## src/rtl/cce_cfg.svh

```systemverilog
`ifndef CCE_CFG_SVH
`define CCE_CFG_SVH

// ****************************************
// Field values and reset values
// ****************************************
`define CCE_DEST_ACC   1'b0
`define CCE_DEST_MEM   1'b1
`define CCE_ZERO_BYTE  8'h00
`define CCE_ACC_RST    8'h00
`define CCE_ZERO_RST   1'b0
`define CCE_PC_RST     13'h0000
`define CCE_WDOG_RST   16'h0000
`define CCE_PC_STEP    13'h0001
`define CCE_DEC_STEP   8'h01

`endif

```

## src/rtl/cce_pkg.sv

```systemverilog
package cce_pkg;

    // ****************************************
    // Instruction selector driven by the decoder
    // ****************************************
    typedef enum logic [2:0] {
        CCE_OP_NONE       = 3'h0,
        CCE_OP_CALL       = 3'h1,
        CCE_OP_CLEAR      = 3'h2,
        CCE_OP_WDOG_CLEAR = 3'h3,
        CCE_OP_COMPLEMENT = 3'h4,
        CCE_OP_DECREMENT  = 3'h5,
        CCE_OP_DEC_SKIP   = 3'h6
    } cce_op_e;

    // ****************************************
    // Execution sequencer states
    // ****************************************
    typedef enum logic [3:0] {
        CCE_ST_IDLE = 4'b0001,
        CCE_ST_EXEC = 4'b0010,
        CCE_ST_CALL = 4'b0100,
        CCE_ST_SKIP = 4'b1000
    } cce_state_e;

endpackage : cce_pkg

```

## src/rtl/cce_mem_if.sv

```systemverilog
`timescale 1ns/100ps

interface cce_mem_if;
    logic       we;
    logic [7:0] waddr;
    logic [7:0] wdata;
    logic [7:0] raddr;
    logic [7:0] rdata;

    modport ctl (output we, output waddr, output wdata, output raddr, input rdata);
    modport mem (input we, input waddr, input wdata, input raddr, output rdata);
endinterface : cce_mem_if

```

## src/rtl/cce_data_ram.sv

```systemverilog
`timescale 1ns/100ps

module cce_data_ram #(
    parameter int DEPTH = 256
) (
    // Clock
    input  wire logic clk_i,
    // Access port
    cce_mem_if.mem    mif
);
    logic [7:0] mem_q [DEPTH];

    // ****************************************
    // Storage, registered read
    // ****************************************
    // Read during write returns the old byte
    always_ff @(posedge clk_i) begin
        if (mif.we) begin
            mem_q[mif.waddr] <= mif.wdata;
        end
    end

    always_ff @(posedge clk_i) begin
        mif.rdata <= mem_q[mif.raddr];
    end
endmodule : cce_data_ram

```

## src/rtl/cce_exec.sv

```systemverilog
`timescale 1ns/100ps
`include "cce_cfg.svh"

// Notes on behaviour
// - Call pushes program counter plus one onto the return stack, flags untouched.
// - Call then loads program counter with immediate target; two cycles in total.
// - Clear-byte writes zero to addressed byte, no flags, one cycle.
// - Watchdog-clear resets the watchdog counter to zero, flags untouched.
// - Complement inverts byte, destination bit picks accumulator or memory, sets zero.
// - Decrement subtracts one, destination bit picks accumulator or memory, sets zero.
// - Decrement-and-skip stores per destination bit and leaves every flag alone.
// - Decrement-and-skip skips the following instruction when its result is zero.
// - A skip discards the fetched instruction and runs a no-operation instead.
module cce_exec import cce_pkg::*; #(
    parameter int PC_W  = 13,
    parameter int WDOG_W = 16
) (
    // Clock and reset
    input  wire logic             clk_i,
    input  wire logic             rst_b_i,
    // Instruction request
    input  wire logic             req_valid_i,
    input  wire cce_op_e          op_i,
    input  wire logic [7:0]       addr_i,
    input  wire logic             dest_i,
    input  wire logic [PC_W-1:0]  target_i,
    input  wire logic [PC_W-1:0]  pc_i,
    // Sequencing
    output logic                  ready_o,
    output logic                  done_o,
    output logic                  skip_o,
    // Core state
    output logic [7:0]            acc_o,
    output logic                  zero_o,
    // Program flow
    output logic                  push_o,
    output logic [PC_W-1:0]       push_data_o,
    output logic                  pc_load_o,
    output logic [PC_W-1:0]       pc_o,
    // Watchdog
    output logic [WDOG_W-1:0]     watchdog_counter_o
);
    cce_mem_if  mif ();
    cce_state_e state_q, state_d;
    cce_op_e    op_q;
    logic [7:0] addr_q;
    logic       dest_q;
    logic [PC_W-1:0] target_q;
    logic [7:0] result;
    logic       accept;
    logic       exec;

    function automatic logic [7:0] cce_alu(input cce_op_e op, input logic [7:0] val);
        if (op == CCE_OP_COMPLEMENT) begin
            return ~val;
        end
        return val - `CCE_DEC_STEP;
    endfunction : cce_alu

    function automatic logic cce_sets_zero(input cce_op_e op);
        return (op == CCE_OP_COMPLEMENT) || (op == CCE_OP_DECREMENT);
    endfunction : cce_sets_zero

    cce_data_ram #(.DEPTH(256)) u_ram (
        .clk_i (clk_i),
        .mif   (mif.mem)
    );

    assign accept = req_valid_i && ready_o;
    assign exec   = (state_q == CCE_ST_EXEC);
    assign result = cce_alu(op_q, mif.rdata);

    // ****************************************
    // Data memory access
    // ****************************************
    always_comb begin
        mif.raddr = addr_i;
        mif.we    = 1'b0;
        mif.waddr = addr_q;
        mif.wdata = result;
        if (accept && op_i == CCE_OP_CLEAR) begin
            mif.we    = 1'b1;
            mif.waddr = addr_i;
            mif.wdata = `CCE_ZERO_BYTE;
        end else if (exec && dest_q == `CCE_DEST_MEM) begin
            mif.we = 1'b1;
        end
    end

    // ****************************************
    // Sequencer
    // ****************************************
    always_comb begin
        state_d = state_q;
        case (state_q)
            CCE_ST_IDLE: begin
                if (accept) begin
                    case (op_i)
                        CCE_OP_CALL:       state_d = CCE_ST_CALL;
                        CCE_OP_COMPLEMENT,
                        CCE_OP_DECREMENT,
                        CCE_OP_DEC_SKIP:   state_d = CCE_ST_EXEC;
                        default:           state_d = CCE_ST_IDLE;
                    endcase
                end
            end
            CCE_ST_EXEC: begin
                if (op_q == CCE_OP_DEC_SKIP && result == `CCE_ZERO_BYTE) begin
                    state_d = CCE_ST_SKIP;
                end else begin
                    state_d = CCE_ST_IDLE;
                end
            end
            CCE_ST_CALL: state_d = CCE_ST_IDLE;
            CCE_ST_SKIP: state_d = CCE_ST_IDLE;
            default:     state_d = CCE_ST_IDLE;
        endcase
    end

    always_ff @(posedge clk_i or negedge rst_b_i) begin
        if (!rst_b_i) begin
            state_q <= CCE_ST_IDLE;
            ready_o <= 1'b1;
        end else begin
            state_q <= state_d;
            ready_o <= (state_d == CCE_ST_IDLE);
        end
    end

    always_ff @(posedge clk_i or negedge rst_b_i) begin
        if (!rst_b_i) begin
            op_q     <= CCE_OP_NONE;
            addr_q   <= `CCE_ZERO_BYTE;
            dest_q   <= `CCE_DEST_ACC;
            target_q <= PC_W'(`CCE_PC_RST);
        end else if (accept) begin
            op_q     <= op_i;
            addr_q   <= addr_i;
            dest_q   <= dest_i;
            target_q <= target_i;
        end
    end

    // Done marks the last cycle of every instruction, including the idle slot of a skip
    always_ff @(posedge clk_i or negedge rst_b_i) begin
        if (!rst_b_i) begin
            done_o <= 1'b0;
            skip_o <= 1'b0;
        end else begin
            done_o <= (accept && (op_i == CCE_OP_CLEAR || op_i == CCE_OP_WDOG_CLEAR))
                   || (exec && state_d == CCE_ST_IDLE)
                   || state_q == CCE_ST_CALL || state_q == CCE_ST_SKIP;
            skip_o <= exec && state_d == CCE_ST_SKIP;
        end
    end

    // ****************************************
    // Accumulator and zero flag
    // ****************************************
    always_ff @(posedge clk_i or negedge rst_b_i) begin
        if (!rst_b_i) begin
            acc_o <= `CCE_ACC_RST;
        end else if (exec && dest_q == `CCE_DEST_ACC) begin
            acc_o <= result;
        end
    end

    // Skip variant, call, clear and watchdog clear leave the flag alone
    always_ff @(posedge clk_i or negedge rst_b_i) begin
        if (!rst_b_i) begin
            zero_o <= `CCE_ZERO_RST;
        end else if (exec && cce_sets_zero(op_q)) begin
            zero_o <= (result == `CCE_ZERO_BYTE);
        end
    end

    // ****************************************
    // Call: push, then load
    // ****************************************
    always_ff @(posedge clk_i or negedge rst_b_i) begin
        if (!rst_b_i) begin
            push_o      <= 1'b0;
            push_data_o <= PC_W'(`CCE_PC_RST);
        end else begin
            push_o <= accept && op_i == CCE_OP_CALL;
            if (accept && op_i == CCE_OP_CALL) begin
                push_data_o <= pc_i + PC_W'(`CCE_PC_STEP);
            end
        end
    end

    always_ff @(posedge clk_i or negedge rst_b_i) begin
        if (!rst_b_i) begin
            pc_load_o <= 1'b0;
            pc_o      <= PC_W'(`CCE_PC_RST);
        end else begin
            pc_load_o <= (state_q == CCE_ST_CALL);
            if (state_q == CCE_ST_CALL) begin
                pc_o <= target_q;
            end
        end
    end

    // ****************************************
    // Watchdog counter
    // ****************************************
    // Wraps freely; the timeout compare lives outside this block
    always_ff @(posedge clk_i or negedge rst_b_i) begin
        if (!rst_b_i) begin
            watchdog_counter_o <= WDOG_W'(`CCE_WDOG_RST);
        end else if (accept && op_i == CCE_OP_WDOG_CLEAR) begin
            watchdog_counter_o <= WDOG_W'(`CCE_WDOG_RST);
        end else begin
            watchdog_counter_o <= watchdog_counter_o + WDOG_W'(1);
        end
    end
endmodule : cce_exec

```

## config.mk

```make
export PLATFORM = sky130hd
export DESIGN_NAME = cce_exec
export DESIGN_NICKNAME = d
export VERILOG_FILES = /design/src/rtl/cce_pkg.sv /design/src/rtl/cce_mem_if.sv /design/src/rtl/cce_data_ram.sv /design/src/rtl/cce_exec.sv
export VERILOG_INCLUDE_DIRS = /design/src /design/src/rtl
export SDC_FILE = /design/constraint.sdc
export NUM_CORES = 2
export LEC_CHECK = 0
export ABC_AREA = 1
export BUFFER_PORTS_ARGS = -buffer_cell sky130_fd_sc_hd__buf_2
export CORE_UTILIZATION = 23
export DETAILED_ROUTE_END_ITERATION = 6
export PLACE_DENSITY = 0.4
export REMOVE_ABC_BUFFERS = 1
export SYNTH_ARGS = -nofsm -noshare
export SYNTH_HDL_FRONTEND = slang
export SYNTH_HIERARCHICAL = 1
export SYNTH_SLANG_ARGS = --single-unit
```

## constraint.sdc

```tcl
create_clock -name clk_i -period 25.5 [get_ports clk_i]
set_input_delay 3.825 -clock clk_i [delete_from_list [all_inputs] [get_ports clk_i]]
set_output_delay 3.825 -clock clk_i [all_outputs]
set_load 0.01 [all_outputs]
```

==> impl_metrics.toml <==
[sta]
worst_slew_pin_slew_ns = 1.20
period_needed_ns = 8.08
relSlewSlack = 0.197
clock.fmax_mhz = 124
finClkSkew_ns = 0.0501
period_share = 0.317
fin_ws_ns = 17.42
hold_violations = 0
final_max_slew_viol_count = 0
rsz0062_at_grt = "no"
setup_viol = 0
setup-tns-final_ns = 0

[setup_path]
arrival_ns = 8.89
crit_required_ns = 26.31
endpoint = "u_ram/mif.rdata[7]"
cp_slowest_cell = "buf_4"
cp-startpoint = "addr_i[0]"
reg2reg_depth = 11
crit_path_end_kind = "register"
path_cells = "buf_8 > inv_16 > buf_12 > buf_12 > buf_4 > nand2_1 > nand3_1 > nand3_1 > nand3_1 > nand3_1 > nand3_1 > nand3_1 > nand2_1 > nand2_1 > nand2_1"
critPathMaxStageDelay_ns = 0.85
rrSetupSlack_ns = 20.00
crit_type = "in -> reg"
reg2reg_from = "ready_o"
cp_max_fo = 220
path_common_cell = "nand3_1"
r2r_end = "u_ram/mem_q[144][5]"
crit_path_start_kind = "primary input"

[yosys]
synth_area_mm2 = 0.0875
synth_cells = 7489
synth.distinct_cells = 44
synth_seq_area_share = 0.729
ys_seq_elements = 2141
synth.avg_cell_area_um2 = 11.7
synth_warnings = 6

[clock_tree]
cts-hold-fix-buffers = 0
htree_levels = 4
cts_max_path_buffers = 4
cts_resized = 0
insertion_delay_ns = 0.90
cts_tree = "done"
clk_pin_slew_ns = 0.06
post-cts-setup-buffers = 0
root_buffer = "clkbuf_16"
clock-sinks = 2141
tritoncts.num_buffers = 239

[grt]
grt_pass1_wl_mm = 413
grtUsageMet1 = 0.201
globalRouteTotalUtil = 0.146
grt-ovfl-total = 0
grtUsageMet3 = 0.0190
grt_start_max_net_pins = 221
grt_pass1_vias = 55900
use_met2 = 0.241
grt_antenna_before_repair = 16
top_usage_layer = "met2"

[floorplanning]
pin_count = 97
die_x_um = 619
fp.dieArea_mm2 = 0.383
die_h_um = 619
core_mm2 = 0.379
initial_core_util = 0.231
rows = 226

[final_layout]
final_cell_mix = "nand2_1 (2230), edfxtp_1 (2048), nand3_1 (2038), nor2_1 (320), clkbuf_16 (240)"
instances_no_fill = 12600
fin_nets = 7471
layout-drive-gt1-share = 0.0780
syn2layout_area_growth_pct = 14.5
final_common_cell = "nand2_1"
final_util = 0.265

[detailed_routing]
drt-total-wl_mm = 285
route.detailed.wl_per_inst_um = 22.6
drc = 0
ant_nets = 0
routed_via_density = 4.53
via_count = 57200
drt_iter0_drc = 5061
dr.pass1.iters = 5

[placed_design]
dp.cells = 12200
place_ws_ns = 16.61
dp.final_hpwl_mm = 158
gp_congestion = 0.797
portBuffers = 96

[outcome]
outcome = "finished clean"

[power_and_ir_drop]
p_leak_nw = 34.2
ir_drop_mv = 0.0646
clockPowerShare = 0.392
share_seq_of_total_power = 0.494
p_switching_mw = 2.28
switching_share = 0.267
combinationalPowerShare = 0.114
cellPowerDensity_mw_per_mm2 = 85.2
p_int_mw = 6.26

[flow_run]
maxCapViolations = 0

[hold_path]
hold_path.class = "reg -> reg"
power groups by stage:
stage,Clock [mW],Sequential [mW],Combinational (mW)
floorplan,0,4.39,0.427
global placement,0,4.29,0.990
detailed placement,0,4.29,1.00
CTS,3.44,4.22,0.999
global route,3.56,4.22,1.06
finish,3.35,4.22,0.971
critical path, delay by kind of cell:
family	cells	cell delay, ns
buffers and inverters	5	2.73
and+or+nand+nor	10	1.59
flip-flops by register name, indices dropped and copies added, names as in the netlist, 3 cells and up:
| register | count |
|---|---|
| acc_o | 8 |
| addr_q | 8 |
| op_q | 3 |
| pc_o | 13 |
| push_data_o | 13 |
| state_q | 4 |
| target_q | 13 |
| u_ram/mem_q | 2048 |
| u_ram/mif.rdata | 8 |
| watchdog_counter_o | 16 |
cell families (layout without fill, tap and decap cells):
| logic type | Yosys count | after routing | share of synthesized area |
|---|---|---|---|
| AND/OR/NAND/NOR | 4658 | 4658 | 0.231 |
| flip-flops | 2141 | 2141 | 0.729 |
| buffers and inverters | 599 | 726 | 0.0333 |
| AO/OA/AOI/OAI | 75 | 75 | 0.00478 |
| XOR/XNOR | 8 | 8 | 0.000801 |
| multiplexers | 5 | 5 | 0.000644 |
| adder cells (fa/ha/maj) | 3 | 3 | 0.000429 |
| other | 0 | 3 | 0 |
area by class of cell:
cell class	count	area [µm²]
repair buffers	193	1390
inverters	103	420
multi-input cells	4749	20900
well taps	5016	6280
clock inverters	138	1190
clock buffers	292	6200
fillers	39200	278000
diodes	3	7.51
flip-flops and latches	2141	63800
worst min path at each step:
stage,start,endpoint,slack [ns],depth (start not counted)
2_1_floorplan,target_q[0],pc_o[0],0.44,2
3_3_place_gp,target_q[3],pc_o[3],0.45,2
3_5_place_dp,target_q[1],pc_o[1],0.46,2
4_1_cts,target_q[3],pc_o[3],0.47,2
5_1_grt,target_q[3],pc_o[3],0.48,2
6_report,target_q[3],pc_o[3],0.47,2
metrics by stage:
step / hold WS [ns] / total power [mW] / instance area, µm²
global placement: 0.452 / 5.28 / 92800
finish: 0.470 / 8.54 / 100000
global route: 0.484 / 8.84 / 100000
CTS: 0.470 / 8.65 / 100000
floorplan: 0.443 / 4.82 / 85000
detailed placement: 0.459 / 5.29 / 92800
per-layer routing:
layer / routed length, µm / vias to the layer above
met5: 0 / -
met4: 6950 / 0
met2: 135000 / 1581
met1: 130000 / 28900
met3: 14400 / 364
li1: - / 26300
cell usage after synthesis:
cell | instances | area share
nor4_4 | 1 | 0.00024
buf_1 | 40 | 0.0017
nor3_4 | 1 | 0.00019
nand3_1 | 2038 | 0.12
buf_6 | 17 | 0.0022
nand2_4 | 1 | 0.00013
inv_2 | 12 | 0.00051
xnor2_1 | 3 | 0.00030
a21oi_1 | 18 | 0.0010
nand4_1 | 4 | 0.00029
o21ai_0 | 38 | 0.0022
nor2_1 | 328 | 0.014
mux2_2 | 5 | 0.00064
nor2_2 | 4 | 0.00029
a31oi_1 | 1 | 0.000072
o21ai_2 | 8 | 0.00080
dfxtp_1 | 8 | 0.0018
buf_4 | 47 | 0.0040
inv_1 | 89 | 0.0038
clkbuf_1 | 116 | 0.0050
or2_2 | 1 | 0.000072
o31ai_1 | 2 | 0.00017
buf_2 | 274 | 0.016
clkbuf_2 | 1 | 0.000057
nor4_1 | 3 | 0.00021
nand2_1 | 2247 | 0.096
inv_4 | 1 | 0.000072
clkinv_1 | 1 | 0.000043
dfrtp_1 | 83 | 0.024
o21ai_1 | 6 | 0.00034
nand3b_1 | 2 | 0.00017
nand2_2 | 9 | 0.00064
nor2_4 | 3 | 0.00039
xor2_1 | 5 | 0.00050
ha_1 | 3 | 0.00043
a31o_2 | 1 | 0.00010
buf_8 | 1 | 0.00017
dfstp_2 | 2 | 0.00060
and3_1 | 1 | 0.000072
a21boi_0 | 1 | 0.000086
nor3_1 | 11 | 0.00063
nor3b_1 | 1 | 0.000086
edfxtp_1 | 2048 | 0.70
nand3_2 | 3 | 0.00034
(Power assumes the default switching activity.)
